--- config.mk ---
export PLATFORM = sky130hd
export DESIGN_NAME = rtc_irq_and_event_route_enables
export DESIGN_NICKNAME = d
export VERILOG_FILES = /design/src/rtc_enable_pkg.sv /design/src/enable_bank.sv /design/src/rtc_irq_and_event_route_enables.sv
export SDC_FILE = /design/constraint.sdc
export NUM_CORES = 1
export LEC_CHECK = 0
export ABC_AREA = 1
export BUFFER_PORTS_ARGS = -buffer_cell sky130_fd_sc_hd__buf_4
export CORE_ASPECT_RATIO = 0.5
export CORE_MARGIN = 1
export CORE_UTILIZATION = 45
export DETAILED_ROUTE_END_ITERATION = 8
export PLACE_DENSITY = 0.86
export RECOVER_POWER = 100
export SYNTH_ARGS = -nofsm -noshare
export SYNTH_HDL_FRONTEND = slang
export SYNTH_SLANG_ARGS = --single-unit
--- constraint.sdc ---
create_clock -name ref_clk -period 1.3 [get_ports ref_clk]
set_clock_uncertainty 0.15 [all_clocks]
set_input_delay 0 -clock ref_clk [delete_from_list [all_inputs] [get_ports ref_clk]]
set_output_delay 0 -clock ref_clk [all_outputs]
set_load 0.02 [all_outputs]
--- src/rtc_enable_pkg.sv ---
// constants for the counter's interrupt and event-route enable registers
// assumes a 12-bit byte address on a plain strobe register port
package rtc_enable_pkg;

  localparam int ADDR_W = 12;
  localparam int DATA_W = 32;
  localparam int NUM_EVT = 6;

  localparam logic [ADDR_W-1:0] OFS_IRQ_ENABLE_SET = 12'h304;
  localparam logic [ADDR_W-1:0] OFS_IRQ_ENABLE_CLEAR = 12'h308;
  localparam logic [ADDR_W-1:0] OFS_EVENT_ROUTE_ENABLE = 12'h340;
  localparam logic [ADDR_W-1:0] OFS_EVENT_ROUTE_SET = 12'h344;
  localparam logic [ADDR_W-1:0] OFS_EVENT_ROUTE_CLEAR = 12'h348;
  localparam logic [ADDR_W-1:0] OFS_EVENT_STATUS = 12'h380;

  localparam int FLD_TICK = 0;
  localparam int FLD_COUNTER_WRAP = 1;
  localparam int FLD_COMPARE0 = 2;
  localparam int FLD_COMPARE1 = 3;
  localparam int FLD_COMPARE2 = 4;
  localparam int FLD_COMPARE3 = 5;

  localparam logic [NUM_EVT-1:0] RST_ENABLE = 6'h00;
  localparam logic [NUM_EVT-1:0] RST_STATUS = 6'h00;
  localparam logic [DATA_W-1:0] RD_UNMAPPED = 32'h0000_0000;

endpackage

--- src/enable_bank.sv ---
// one six-bit enable mask with optional direct write, set and clear ports
// assumes at most one of the write strobes is high in a cycle
`timescale 1ns/1ps
`default_nettype none
module enable_bank
  import rtc_enable_pkg::*;
(
  input wire logic ref_clk,
  input wire logic rst_n,
  input wire logic wrDirect,
  input wire logic wrSet,
  input wire logic wrClr,
  input wire logic [NUM_EVT-1:0] wrData,
  output logic [NUM_EVT-1:0] mask
);

  logic [NUM_EVT-1:0] mask_q;
  logic [NUM_EVT-1:0] mask_d;

  always_comb begin
    mask_d = mask_q;
    if (wrDirect) begin
      mask_d = wrData;
    end else if (wrSet) begin
      // zero bits leave their enables alone
      mask_d = mask_q | wrData;
    end else if (wrClr) begin
      mask_d = mask_q & ~wrData;
    end
  end

  always_ff @(posedge ref_clk or negedge rst_n) begin
    if (!rst_n) begin
      mask_q <= RST_ENABLE;
    end else begin
      mask_q <= mask_d;
    end
  end

  assign mask = mask_q;

endmodule
`default_nettype wire

--- src/rtc_irq_and_event_route_enables.sv ---
// interrupt enables, event-route enables and sticky event status
// assumes event pulses arrive one cycle wide on ref_clk
//
// Summary of operation
// - writing one to irq_enable_set turns that event's interrupt enable on
// - writing one to irq_enable_clear at 0x308 turns that enable off
// - reading set or clear address returns the current interrupt mask
// - event_route_enable at 0x340 is plain read-write routing mask
// - writing one to event_route_set at 0x344 turns routing on
// - writing one to event_route_clear at 0x348 turns routing off
// - direct, set and clear routing registers share one mask
// - six fields: tick, wrap, compare0, compare1, compare2, compare3
// - all enables are zero after reset
// - an unrouted event raises no clock request
`timescale 1ns/1ps
`default_nettype none
module rtc_irq_and_event_route_enables
  import rtc_enable_pkg::*;
(
  input wire logic ref_clk,
  input wire logic rst_n,
  input wire logic [ADDR_W-1:0] regAddr,
  input wire logic [DATA_W-1:0] regWdata,
  input wire logic regWrite,
  input wire logic regRead,
  output logic [DATA_W-1:0] regRdata,
  input wire logic tickEvt,
  input wire logic counterWrapEvt,
  input wire logic [3:0] compareEvt,
  output logic [NUM_EVT-1:0] irqEnableMask,
  output logic [NUM_EVT-1:0] eventRouteMask,
  output logic [NUM_EVT-1:0] routedEvt,
  output logic clockRequest,
  output logic irq
);

  function automatic logic hit(input logic [ADDR_W-1:0] a,
                               input logic [ADDR_W-1:0] ofs);
    hit = (a == ofs);
  endfunction

  function automatic logic [DATA_W-1:0] widen(input logic [NUM_EVT-1:0] v);
    // reserved bits above the six fields always read zero
    widen = {{(DATA_W-NUM_EVT){1'b0}}, v};
  endfunction

  logic [NUM_EVT-1:0] evtIn;
  logic [NUM_EVT-1:0] wrField;
  logic [NUM_EVT-1:0] irqMask;
  logic [NUM_EVT-1:0] routeMask;
  logic [NUM_EVT-1:0] status_q;
  logic [NUM_EVT-1:0] status_d;
  logic [NUM_EVT-1:0] routed_q;
  logic clkReq_q;
  logic [DATA_W-1:0] rdata_q;
  logic [DATA_W-1:0] rdata_d;
  logic wrIrqSet;
  logic wrIrqClr;
  logic wrRouteDir;
  logic wrRouteSet;
  logic wrRouteClr;
  logic wrStatus;
  logic regHit;

  // field order fixed: tick, wrap, then the four compares
  assign evtIn[FLD_TICK] = tickEvt;
  assign evtIn[FLD_COUNTER_WRAP] = counterWrapEvt;
  assign evtIn[FLD_COMPARE0] = compareEvt[0];
  assign evtIn[FLD_COMPARE1] = compareEvt[1];
  assign evtIn[FLD_COMPARE2] = compareEvt[2];
  assign evtIn[FLD_COMPARE3] = compareEvt[3];

  // only bits 0..5 of write data are looked at
  assign wrField = regWdata[NUM_EVT-1:0];

  assign wrIrqSet = regWrite && hit(regAddr, OFS_IRQ_ENABLE_SET);
  assign wrIrqClr = regWrite && hit(regAddr, OFS_IRQ_ENABLE_CLEAR);
  assign wrRouteDir = regWrite && hit(regAddr, OFS_EVENT_ROUTE_ENABLE);
  assign wrRouteSet = regWrite && hit(regAddr, OFS_EVENT_ROUTE_SET);
  assign wrRouteClr = regWrite && hit(regAddr, OFS_EVENT_ROUTE_CLEAR);
  assign wrStatus = regWrite && hit(regAddr, OFS_EVENT_STATUS);

  // any mapped address, only the unmapped-access checks read this
  assign regHit = hit(regAddr, OFS_IRQ_ENABLE_SET) ||
                  hit(regAddr, OFS_IRQ_ENABLE_CLEAR) ||
                  hit(regAddr, OFS_EVENT_ROUTE_ENABLE) ||
                  hit(regAddr, OFS_EVENT_ROUTE_SET) ||
                  hit(regAddr, OFS_EVENT_ROUTE_CLEAR) ||
                  hit(regAddr, OFS_EVENT_STATUS);

  // interrupt enables have no direct-write address
  enable_bank irqBank (
    .ref_clk(ref_clk),
    .rst_n(rst_n),
    .wrDirect(1'b0),
    .wrSet(wrIrqSet),
    .wrClr(wrIrqClr),
    .wrData(wrField),
    .mask(irqMask)
  );

  // all three routing addresses land on this single mask
  enable_bank routeBank (
    .ref_clk(ref_clk),
    .rst_n(rst_n),
    .wrDirect(wrRouteDir),
    .wrSet(wrRouteSet),
    .wrClr(wrRouteClr),
    .wrData(wrField),
    .mask(routeMask)
  );

  // sticky status, a new event beats a write-one-to-clear in the same cycle
  always_comb begin
    status_d = (status_q & ~(wrStatus ? wrField : RST_STATUS)) | evtIn;
  end

  always_ff @(posedge ref_clk or negedge rst_n) begin
    if (!rst_n) begin
      status_q <= RST_STATUS;
    end else begin
      status_q <= status_d;
    end
  end

  // routing and clock request: masked events never wake the fast clocks
  always_ff @(posedge ref_clk or negedge rst_n) begin
    if (!rst_n) begin
      routed_q <= RST_ENABLE;
      clkReq_q <= 1'b0;
    end else begin
      routed_q <= evtIn & routeMask;
      clkReq_q <= |(evtIn & routeMask);
    end
  end

  // read data stands only in the cycle after the read strobe
  always_comb begin
    rdata_d = RD_UNMAPPED;
    if (regRead) begin
      case (regAddr)
        OFS_IRQ_ENABLE_SET: rdata_d = widen(irqMask);
        OFS_IRQ_ENABLE_CLEAR: rdata_d = widen(irqMask);
        OFS_EVENT_ROUTE_ENABLE: rdata_d = widen(routeMask);
        OFS_EVENT_ROUTE_SET: rdata_d = widen(routeMask);
        OFS_EVENT_ROUTE_CLEAR: rdata_d = widen(routeMask);
        OFS_EVENT_STATUS: rdata_d = widen(status_q);
        default: rdata_d = RD_UNMAPPED;
      endcase
    end
  end

  always_ff @(posedge ref_clk or negedge rst_n) begin
    if (!rst_n) begin
      rdata_q <= RD_UNMAPPED;
    end else begin
      rdata_q <= rdata_d;
    end
  end

  assign regRdata = rdata_q;
  assign irqEnableMask = irqMask;
  assign eventRouteMask = routeMask;
  assign routedEvt = routed_q;
  assign clockRequest = clkReq_q;
  // level interrupt straight from flops, no extra latency
  assign irq = |(status_q & irqMask);

  // ---------------------------------------------------------------
  // checks
  // ---------------------------------------------------------------

  chk_irq_set_on:
  assert property (@(posedge ref_clk) disable iff (!rst_n)
    wrIrqSet |=> ((irqMask & $past(wrField)) == $past(wrField)))
  else $error("interrupt enable set write did not take effect");

  chk_irq_clr_off:
  assert property (@(posedge ref_clk) disable iff (!rst_n)
    (regWrite && regAddr == OFS_IRQ_ENABLE_CLEAR) |=>
      ((irqMask & $past(wrField)) == 6'h00))
  else $error("interrupt enable clear write left a bit on");

  chk_irq_readback:
  assert property (@(posedge ref_clk) disable iff (!rst_n)
    (regRead && (regAddr == OFS_IRQ_ENABLE_SET ||
                 regAddr == OFS_IRQ_ENABLE_CLEAR))
      |=> (regRdata == widen($past(irqMask))))
  else $error("interrupt mask readback mismatch");

  chk_route_direct:
  assert property (@(posedge ref_clk) disable iff (!rst_n)
    (regWrite && regAddr == OFS_EVENT_ROUTE_ENABLE) |=>
      (routeMask == $past(wrField)))
  else $error("direct routing write not stored");

  chk_route_set_on:
  assert property (@(posedge ref_clk) disable iff (!rst_n)
    (regWrite && regAddr == OFS_EVENT_ROUTE_SET) |=>
      (routeMask == ($past(routeMask) | $past(wrField))))
  else $error("routing set write wrong");

  chk_route_clr_off:
  assert property (@(posedge ref_clk) disable iff (!rst_n)
    (regWrite && regAddr == OFS_EVENT_ROUTE_CLEAR) |=>
      (routeMask == ($past(routeMask) & ~$past(wrField))))
  else $error("routing clear write wrong");

  chk_route_shared_read:
  assert property (@(posedge ref_clk) disable iff (!rst_n)
    (regRead && (regAddr == OFS_EVENT_ROUTE_SET ||
                 regAddr == OFS_EVENT_ROUTE_CLEAR ||
                 regAddr == OFS_EVENT_ROUTE_ENABLE))
      |=> (regRdata == widen($past(routeMask))))
  else $error("routing mask readback mismatch");

  chk_compare3_field:
  assert property (@(posedge ref_clk) disable iff (!rst_n)
    (compareEvt[3] && routeMask[5]) |=> (routedEvt[5] && clockRequest))
  else $error("compare3 event not routed on bit 5");

  chk_reset_zero:
  assert property (@(posedge ref_clk)
    $rose(rst_n) |-> (irqMask == 6'h00 && routeMask == 6'h00 && !irq))
  else $error("enables not zero after reset");

  chk_no_clock_request:
  assert property (@(posedge ref_clk) disable iff (!rst_n)
    ((evtIn & routeMask) == 6'h00) |=> !clockRequest)
  else $error("clock requested by an unrouted event");

  chk_clock_request_on:
  assert property (@(posedge ref_clk) disable iff (!rst_n)
    ((evtIn & routeMask) != 6'h00) |=> clockRequest)
  else $error("routed event raised no clock request");

  chk_zero_bits_keep:
  assert property (@(posedge ref_clk) disable iff (!rst_n)
    (wrIrqSet || wrIrqClr) |=>
      ((irqMask & ~$past(wrField)) == ($past(irqMask) & ~$past(wrField))))
  else $error("zero bits of a set or clear write changed the mask");

  chk_reserved_zero:
  assert property (@(posedge ref_clk) disable iff (!rst_n)
    regRdata[DATA_W-1:NUM_EVT] == 26'h0000000)
  else $error("reserved read bits not zero");

  chk_status_sticky:
  assert property (@(posedge ref_clk) disable iff (!rst_n)
    tickEvt |=> status_q[FLD_TICK] [*2] or
      (status_q[FLD_TICK] ##1 $past(wrStatus)))
  else $error("tick status bit dropped without a clear");

  chk_irq_level:
  assert property (@(posedge ref_clk) disable iff (!rst_n)
    (tickEvt && irqMask[FLD_TICK] && !wrIrqClr) |=> irq)
  else $error("enabled event raised no interrupt");

  chk_read_one_cycle:
  assert property (@(posedge ref_clk) disable iff (!rst_n)
    !regRead |=> (regRdata == RD_UNMAPPED))
  else $error("read data present without a read");

  chk_route_zero_bits:
  assert property (@(posedge ref_clk) disable iff (!rst_n)
    (wrRouteSet || wrRouteClr) |=>
      ((routeMask & ~$past(wrField)) ==
       ($past(routeMask) & ~$past(wrField))))
  else $error("zero bits of a routing set or clear write changed the mask");

  chk_irq_mask_hold:
  assert property (@(posedge ref_clk) disable iff (!rst_n)
    !(wrIrqSet || wrIrqClr) |=> $stable(irqMask))
  else $error("interrupt mask changed without a write to it");

  chk_route_mask_hold:
  assert property (@(posedge ref_clk) disable iff (!rst_n)
    !(wrRouteDir || wrRouteSet || wrRouteClr) |=> $stable(routeMask))
  else $error("routing mask changed without a write to it");

  chk_routed_only_enabled:
  assert property (@(posedge ref_clk) disable iff (!rst_n)
    (routedEvt & ~($past(evtIn) & $past(routeMask))) == 6'h00)
  else $error("routed output without a routed event");

  chk_tick_blocked:
  assert property (@(posedge ref_clk) disable iff (!rst_n)
    (tickEvt && !routeMask[FLD_TICK]) |=> !routedEvt[FLD_TICK])
  else $error("unrouted tick reached the routed output");

  chk_wrap_field:
  assert property (@(posedge ref_clk) disable iff (!rst_n)
    (counterWrapEvt && routeMask[FLD_COUNTER_WRAP]) |=>
      routedEvt[FLD_COUNTER_WRAP])
  else $error("wrap event not routed on its own bit");

  chk_reset_outputs:
  assert property (@(posedge ref_clk)
    $rose(rst_n) |-> (regRdata == RD_UNMAPPED && routedEvt == 6'h00 &&
                      !clockRequest))
  else $error("outputs not idle after reset");

  chk_irq_all_masked:
  assert property (@(posedge ref_clk) disable iff (!rst_n)
    (wrIrqClr && ((irqMask & ~wrField) == 6'h00)) |=> !irq)
  else $error("interrupt stayed high with every enable cleared");

  chk_irq_set_raise:
  assert property (@(posedge ref_clk) disable iff (!rst_n)
    (wrIrqSet && ((wrField & status_q) != 6'h00)) |=> irq)
  else $error("enabling a pending source raised no interrupt");

  chk_unmapped_read:
  assert property (@(posedge ref_clk) disable iff (!rst_n)
    (regRead && !regHit) |=> (regRdata == RD_UNMAPPED))
  else $error("unmapped read returned data");

  chk_unmapped_write:
  assert property (@(posedge ref_clk) disable iff (!rst_n)
    (regWrite && !regHit) |=> ($stable(irqMask) && $stable(routeMask)))
  else $error("unmapped write changed an enable mask");

  chk_status_readback:
  assert property (@(posedge ref_clk) disable iff (!rst_n)
    (regRead && regAddr == OFS_EVENT_STATUS) |=>
      (regRdata == widen($past(status_q))))
  else $error("status readback mismatch");

  chk_status_clear:
  assert property (@(posedge ref_clk) disable iff (!rst_n)
    (wrStatus && wrField[FLD_TICK] && !tickEvt) |=> !status_q[FLD_TICK])
  else $error("tick status bit survived its clear");

  chk_status_set_wins:
  assert property (@(posedge ref_clk) disable iff (!rst_n)
    (wrStatus && wrField[FLD_TICK] && tickEvt) |=> status_q[FLD_TICK])
  else $error("clear beat a tick in the same cycle");

  chk_status_hold:
  assert property (@(posedge ref_clk) disable iff (!rst_n)
    !wrStatus |=> ((status_q & $past(status_q)) == $past(status_q)))
  else $error("status bit dropped without a clear");

  chk_status_only_events:
  assert property (@(posedge ref_clk) disable iff (!rst_n)
    (status_q & ~$past(status_q) & ~$past(evtIn)) == 6'h00)
  else $error("status bit set without an event");

  chk_status_irq_clear:
  assert property (@(posedge ref_clk) disable iff (!rst_n)
    (wrStatus && ((status_q & ~wrField & irqMask) == 6'h00) &&
     ((evtIn & irqMask) == 6'h00)) |=> !irq)
  else $error("interrupt stayed high after its status was cleared");

endmodule
`default_nettype wire

== Yosys cells after proc, flatten, opt, wreduce, memory -nomap -nowiden ==
Cells that the tools add are included.
Word-level totals
  output and inout port bits: 52
  bits of input ports: 54
  register bits after elaboration: 57
  word-level logic and storage cells: 42
Cells by class
  bitwise gates (word level): 10
  mux-type cells: 8
  reduce and logical (&&, ||, !) cells: 12
  eq/ne operators: 6
Operators with widths (number)
  12-bit by 10-bit == test with 1-bit output (second input constant): 6
  6-bit two-way mux: 6
  32-bit two-way mux: 1
  6-bit AND: 5
  6-bit OR: 3
  6-bit one-hot mux with 3 select lines: 1
  6-bit NOT: 2
  6-bit OR reduction: 2
  1-bit logical AND: 6
  3-bit nonzero test: 1
  3-bit OR reduction: 1
  2-bit nonzero test: 1
  2-bit OR reduction: 1

== Logic depth before layout (Yosys ltp) ==
Gate-level depths: netlist of the first run.
  word-level depth: 6
  mapped depth: 9
  depth with buffers taken out: 9

== Modules after synthesis ==
From an unflattened synthesis of the first run, not the netlist that was laid out.
Second synthesis, totals
  cell total of the unflattened synthesis: 256
  area total of the unflattened synthesis: 1874.3 um2
Modules (own cells, without submodules)
  rtc_irq_and_event_route_enables: times used 1, area each 1278.7 um2, cells an instance 176
  enable_bank: times used 2, area each 297.8 um2, cells an instance 40

== Least setup slack after synthesis of the first run ==
OpenSTA, ideal clock, no wires.
  kind: reg-to-reg
  start: register (tool-made name)
  end: register clkReq_q (netlist: clockRequest)
  period minus slack after synthesis: 1.200 ns
  library setup time: 0.135 ns
  stages on the path, launching flop included: 5
  arrival: 0.914 ns
  setup slack: 0.100 ns
  buffers on the path: 0
  cell sequence: dfrtp_1 > nand2_1 > inv_1 > nor4_1 > nand3_1
RTL lines
  end signal, assigned: RTL line rtc_irq_and_event_route_enables.sv:133  | clkReq_q <= |(evtIn & routeMask);
  end, declared: RTL line rtc_irq_and_event_route_enables.sv:54  | logic clkReq_q;

== Worst setup path in the final report of the first run ==
  start: register status_q[5]
  end: output irq
Between the ends
  cells in the longest elaborated chain, start to end: 2
RTL lines
  start, declared: RTL line rtc_irq_and_event_route_enables.sv:51  | logic [NUM_EVT-1:0] status_q;
  start signal, assigned: RTL line rtc_irq_and_event_route_enables.sv:122  | status_q <= status_d;
  6-bit AND: RTL line rtc_irq_and_event_route_enables.sv:167  | assign irq = |(status_q & irqMask);
  6-bit OR reduction: RTL line rtc_irq_and_event_route_enables.sv:167
  end, declared: RTL line rtc_irq_and_event_route_enables.sv:34  | output logic irq
No other way between the ends.

==> results by group, run 1 <==
Status
  • Failing checks: negative setup slack
  • Outcome: finished, violations left

Detailed routing
  • DR vias/cell: 4.93
  • Initial DRT Pass Iterations: 5
  • Number of remaining DRC errors: 0
  • ANT nets after route: 0
  • Final wirelength: 5520 µm
  • Routed via count: 1,982
  • Routed len/inst: 13.7 µm
  • Starting DRT DRC Count: 233

Floorplanning
  • Die Ht: 48.9 µm
  • Initial Util: 0.487
  • Area of the core: 4060 µm²
  • Row count: 16
  • Num ports: 106
  • Die W: 95.8 µm
  • Die footprint: 4680 µm²

Critical path
  • Startpoint Class: register
  • Worst r2r dst: clockRequest
  • CP Cell Sequence: nand2_1 -> nand2_1 -> a221oi_2 -> nand3_1 -> buf_6
  • R2R setup slack: 0.04 ns
  • Critical Path Most Common Cell: nand2_1
  • Data arrival, critical path: 1.26 ns
  • Slowest stage delay, CP: 0.41 ns
  • Buf/Inv on CP: 1
  • Critical path's slowest cell: dfrtp_1
  • Required @ worst endpoint: 1.15 ns
  • CP Max Fanout: 3
  • R2R depth: 4
  • Crit path max-delay family: flip-flops
  • WS Path Type: register to primary output
  • Critical Path End Type: primary output

Hold path
  • Class of the worst hold path: input port to register
  • WHS Path Cells: 5
  • Min-delay src: regWrite

STA
  • Max-slew violation count: 0
  • WHS: 0.0327 ns
  • Worst slew margin: 0.504
  • Tmin final: 1.41 ns
  • Final Cycle Share: 1.08
  • Worst slew pin tran: 0.744 ns
  • # setup viols final: 1
  • Setup ws final: -0.109 ns
  • FMAX: 0.710 GHz
  • Setup repair after global routing missed its margin: true
  • Final hold vios: 0

Flow run
  • Total of max-cap violations: 0

Global routing
  • GRT Resource Usage Total: 0.246
  • Initial antenna violation count: 0
  • Largest net degree at the start of global routing: 32
  • Number of global-route vias before repair: 1,869
  • Total gr overflow: 0
  • Global-route wire length before repair: 8630 µm

CTS
  • CTS tree: done
  • H-Tree Depth: 2
  • Clock root cell: clkbuf_8
  • Max Buffers Root-to-Sink: 2
  • Number of buffers created by CTS: 5
  • Clock Latency Late Sink: 0.28 ns
  • Clock transition at path regs: 0.06 ns
  • CTS Sinks: 31

Cells and area
  • Share of cells above drive strength 1: 0.201
  • Final Util: 0.613
  • Design Area, Final: 2490 µm²
  • Area delta synth->final: 25.8%
  • Fill cells: 369
  • Nets@finish: 401
  • Antenna cells: 0

Yosys
  • Post-synth top area cell: dfrtp_1
  • Synth area leaders: dfrtp_1 (39%), nand2_1 (13%), buf_4 (10%)
  • Syn_area_per_cell: 7.36 µm²
  • Synth warn: 0
  • Synth unique cells: 22
  • Cell count after synthesis: 269
  • Share of the synthesized area in the top cell type: 0.392
  • Sequential share of the synthesized area: 0.392
  • Synth Cell Area: 1980 µm²
  • Yosys reg bits: 31

Power
  • PwrDens: 801 nW/µm²
  • VDD IR max: 0.449 mV
  • Leakage: 1.36 nW

Placed design
  • Post-DP HPWL: 3670 µm
  • RD Place Congestion: 0.913
  • Count of input and output buffers: 53
  • Post-DP Area: 2370 µm²
==> layout by cell type (no fill, tap or decap), types with 2 or more instances in the layout <==
| cell type | synthesis | routed |
|---|---|---|
| conb_1 | 1 | 26 |
| nand2_1 | 69 | 71 |
| inv_2 | 3 | 3 |
| nand2_2 | 8 | 7 |
| clkbuf_4 | 0 | 2 |
| buf_4 | 27 | 33 |
| o21ai_1 | 4 | 4 |
| nand3_2 | 4 | 2 |
| clkbuf_1 | 0 | 25 |
| inv_1 | 42 | 42 |
| o21ai_0 | 7 | 7 |
| nor2_4 | 6 | 3 |
| dfrtp_1 | 31 | 31 |
| dlygate4sd3_1 | 0 | 14 |
| nand3_1 | 21 | 23 |
| nand4_1 | 8 | 8 |
| clkbuf_8 | 0 | 5 |
| nor2_1 | 22 | 25 |
| nor2_2 | 8 | 8 |
==> where the power goes <==
part           internal (mW)  switching [mW]  total, mW
Clock                  0.375           0.343      0.717
Sequential             0.970         0.00375      0.974
Combinational          0.106           0.197      0.303
==> area by class of cell <==
cell class                 instances  area (µm²)  share of cell area
timing repair buffer              74         505               0.203
sequential                        31         776               0.312
clock buffer                       7        76.3              0.0307
tap                               54        67.6              0.0271
clock inverter                     1        5.00             0.00201
inverter                          45         169              0.0678
multi-input combinational        190         891               0.358
==> tightest hold or removal path, cell delays in order <==
cell     delay [ns]
buf_4          0.18
nand4_1        0.11
nand2_1        0.06
inv_1          0.05
nand2_1        0.04
==> how the worst max path moves through the flow <==
stage	start	end	slack [ns]	cells past startpoint
floorplan	register	clockRequest	0.10	4
global placement	regAddr[11]	register	0.08	9
detailed placement	regAddr[11]	regRdata[2]	0.04	8
CTS	status_q[5]	irq	-0.10	5
global route	status_q[1]	irq	-0.18	5
finish	status_q[5]	irq	-0.11	5
==> synthesized netlist by cell type (all sizes together) <==
master,instances
nand3,25
o21bai,1
dfrtp,31
nand4,8
nor2,36
o21ai,11
a21boi,1
nand2,79
a221oi,1
conb,1
nor4,1
buf,28
inv,45
nand3b,1
==> what timing repair did <==
action | in CTS | in global routing
hold buffers | 14 | 0
buffers inserted | 2 | 0
setup endpoints to repair | 1 | 2
pin swaps | 1 | 1
resized for setup | 2 | 1
hold endpoints to repair | 61 | 0
==> stage by stage <==
stage	setup WS [ns]	cells	TNS, ns	power (mW)
floorplan	0.100	294	0	1.20
global placement	0.0768	378	0	1.25
detailed placement	0.0375	378	0	1.26
CTS	-0.100	402	-0.100	2.00
global route	-0.182	402	-0.614	2.08
finish	-0.109	402	-0.109	1.99
==> metal layers <==
metal,track usage,wire length (µm),vias to the layer above
met5,0,0,-
met2,0.404,2570,144
met3,0.0467,523,30
li1,-,-,928
met1,0.315,2220,880
met4,0.112,212,0
==> logic make-up (layout without fill, tap and decap cells) <==
group	after synthesis	after routing	share of synthesized area
simple gates	150	150	0.376
buf+inv	73	127	0.190
flops	31	31	0.392
compound gates	14	14	0.0398
other cells	1	26	0.00189
Power figures use the tool's default switching activity.
==> run 2, diff against run 1 <==
--- a/config.mk
+++ b/config.mk
@@ -9,9 +9,9 @@
 export BUFFER_PORTS_ARGS = -buffer_cell sky130_fd_sc_hd__buf_4
 export CORE_ASPECT_RATIO = 0.5
 export CORE_MARGIN = 1
-export CORE_UTILIZATION = 45
+export CORE_UTILIZATION = 30
 export DETAILED_ROUTE_END_ITERATION = 8
-export PLACE_DENSITY = 0.86
+export PLACE_DENSITY = 0.63
 export RECOVER_POWER = 100
 export SYNTH_ARGS = -nofsm -noshare
 export SYNTH_HDL_FRONTEND = slang
==> run 2 against run 1 <==
The flow still finishes with violations (negative setup slack). First-iteration DRC count fell by 62%. Cell count rose by 9.2%. Global-route usage fell by 9.2 points. Die area rose by 48%. Critical path depth did not move. Critical endpoint unchanged. Wire length fell by 10%. Largest cell class unchanged.
==> results by group, run 2 (same netlist as run 1, synthesis figures left out) <==
Status
  • Outcome: finished, violations left
  • Failing checks: negative setup slack

Floorplanning
  • Num ports: 106
  • Die footprint: 6950 µm²
  • Initial Util: 0.319
  • Area of the core: 6210 µm²
  • Row count: 20
  • Die W: 117 µm
  • Die Ht: 59.4 µm

Critical path
  • R2R setup slack: 0.16 ns
  • Required @ worst endpoint: 1.15 ns
  • CP Cell Sequence: nand2_1 -> nand2_1 -> a221oi_2 -> nand3_1 -> buf_6
  • Worst r2r dst: clockRequest
  • WS Path Type: register to primary output
  • Data arrival, critical path: 1.23 ns
  • CP Max Fanout: 2
  • Critical Path Most Common Cell: nand2_1
  • Buf/Inv on CP: 1
  • Crit path max-delay family: flip-flops
  • Startpoint Class: register
  • Slowest stage delay, CP: 0.40 ns
  • R2R depth: 4
  • Critical path's slowest cell: dfrtp_1
  • Critical Path End Type: primary output

Hold path
  • WHS Path Cells: 5
  • Min-delay src: regWrite
  • Class of the worst hold path: input port to register

Global routing
  • Largest net degree at the start of global routing: 32
  • Global-route wire length before repair: 7950 µm
  • Initial antenna violation count: 0
  • Number of global-route vias before repair: 1,717
  • Total gr overflow: 0
  • GRT Resource Usage Total: 0.153

CTS
  • Number of buffers created by CTS: 5
  • Clock Latency Late Sink: 0.27 ns
  • CTS Sinks: 31
  • Max Buffers Root-to-Sink: 2
  • Clock root cell: clkbuf_16
  • Clock transition at path regs: 0.05 ns
  • H-Tree Depth: 2
  • CTS tree: done

Cells and area
  • Most common cell after layout, fill and taps aside: nand2_1
  • Fill cells: 651
  • Register area: 776 µm²
  • Area of the multi-input gates: 892 µm²
  • Nets@finish: 404
  • Most frequent cells in the layout: nand2_1 (72), inv_1 (43), buf_4 (32)
  • Antenna cells: 0
  • Area delta synth->final: 33.4%
  • Share of cells above drive strength 1: 0.199

STA
  • Fin Setup TNS: -0.0751 ns
  • # setup viols final: 1
  • Worst slew margin: 0.501
  • Setup ws final: -0.0751 ns
  • FMAX: 0.727 GHz
  • Worst slew pin tran: 0.748 ns
  • Tmin final: 1.38 ns
  • Max-slew violation count: 0
  • WHS: 0.0114 ns
  • Final Cycle Share: 1.06
  • Final hold vios: 0
  • Setup repair after global routing missed its margin: true

Detailed routing
  • ANT nets after route: 0
  • Routed len/inst: 11.3 µm
  • Initial DRT Pass Iterations: 4
  • Final wirelength: 4960 µm
  • DR vias/cell: 4.20
  • Routed via count: 1,845
  • Number of remaining DRC errors: 0
  • Starting DRT DRC Count: 88

Flow run
  • Total of max-cap violations: 0

Placed design
  • RD Place Congestion: 0.915
  • Post-DP HPWL: 3830 µm
  • Count of input and output buffers: 53

Power
  • Comb pwr share: 0.114
  • Seq pwr share: 0.372
  • P_sw: 593 µW
  • Leakage: 1.42 nW
  • PwrDens: 992 nW/µm²
  • Clock power share: 0.514
  • Switching share of power: 0.226
  • Int Power: 2.03 mW
  • VDD IR max: 0.424 mV
run 2: how the worst max path moves through the flow:
stage               slack (ns)            to  cells after the start   startpoint
detailed placement       -0.02      register                      9  regAddr[11]
finish                   -0.08           irq                      5  status_q[5]
floorplan                 0.10  clockRequest                      4     register
CTS                      -0.09           irq                      5  status_q[5]
global route             -0.15           irq                      5  status_q[1]
global placement          0.05      register                      9   regAddr[1]
run 2: what timing repair did:
action	4_1_cts	5_1_grt
pin swaps	2	1
endpoints found under the setup margin	1	1
setup buffers	1	1
resized for setup	2	0
endpoints found under the hold margin	58	0
hold buffers	14	0
run 2: layout make-up:
class,count,area share
Clock buffer,6,0.0526
Inverter,45,0.0640
Sequential cell,31,0.294
Multi-Input combinational cell,190,0.338
Timing Repair Buffer,77,0.197
Clock inverter,2,0.0133
Tap cell,88,0.0417
run 2: power groups by stage:
| stage | logic (mW) | clock network, mW | registers, mW |
|---|---|---|---|
| floorplan | 0.201 | 0 | 0.997 |
| finish | 0.298 | 1.35 | 0.975 |
| detailed placement | 0.273 | 0 | 0.991 |
| CTS | 0.308 | 1.36 | 0.974 |
| global placement | 0.268 | 0 | 0.990 |
| global route | 0.328 | 1.42 | 0.974 |
run 2: worst reg2reg max path: cells and delay by family, from the launching register on:
| kind | cells | cell delay, ns |
|---|---|---|
| buffers and inverters | 1 | 0.05 |
| flip-flops | 1 | 0.37 |
| AND/OR/NAND/NOR | 3 | 0.43 |
run 2: metal layers:
layer	GRT usage	routed length, µm	up-vias
met3	0.0378	378	7
li1	-	-	933
met1	0.207	2260	829
met5	0	0	-
met2	0.243	2250	76
met4	0.0488	70	0
run 2: metrics by stage:
step | instance area [µm²] | utilization | setup slack, ns | total power, mW | instances
2_1_floorplan | 2070 | - | 0.100 | 1.20 | 294
3_3_place_gp | 2430 | 0.392 | 0.0460 | 1.26 | 415
3_5_place_dp | 2430 | 0.392 | -0.0166 | 1.26 | 415
4_1_cts | 2770 | 0.446 | -0.0943 | 2.65 | 438
5_1_grt | 2640 | 0.426 | -0.149 | 2.73 | 439
6_report | 2640 | 0.426 | -0.0751 | 2.62 | 439
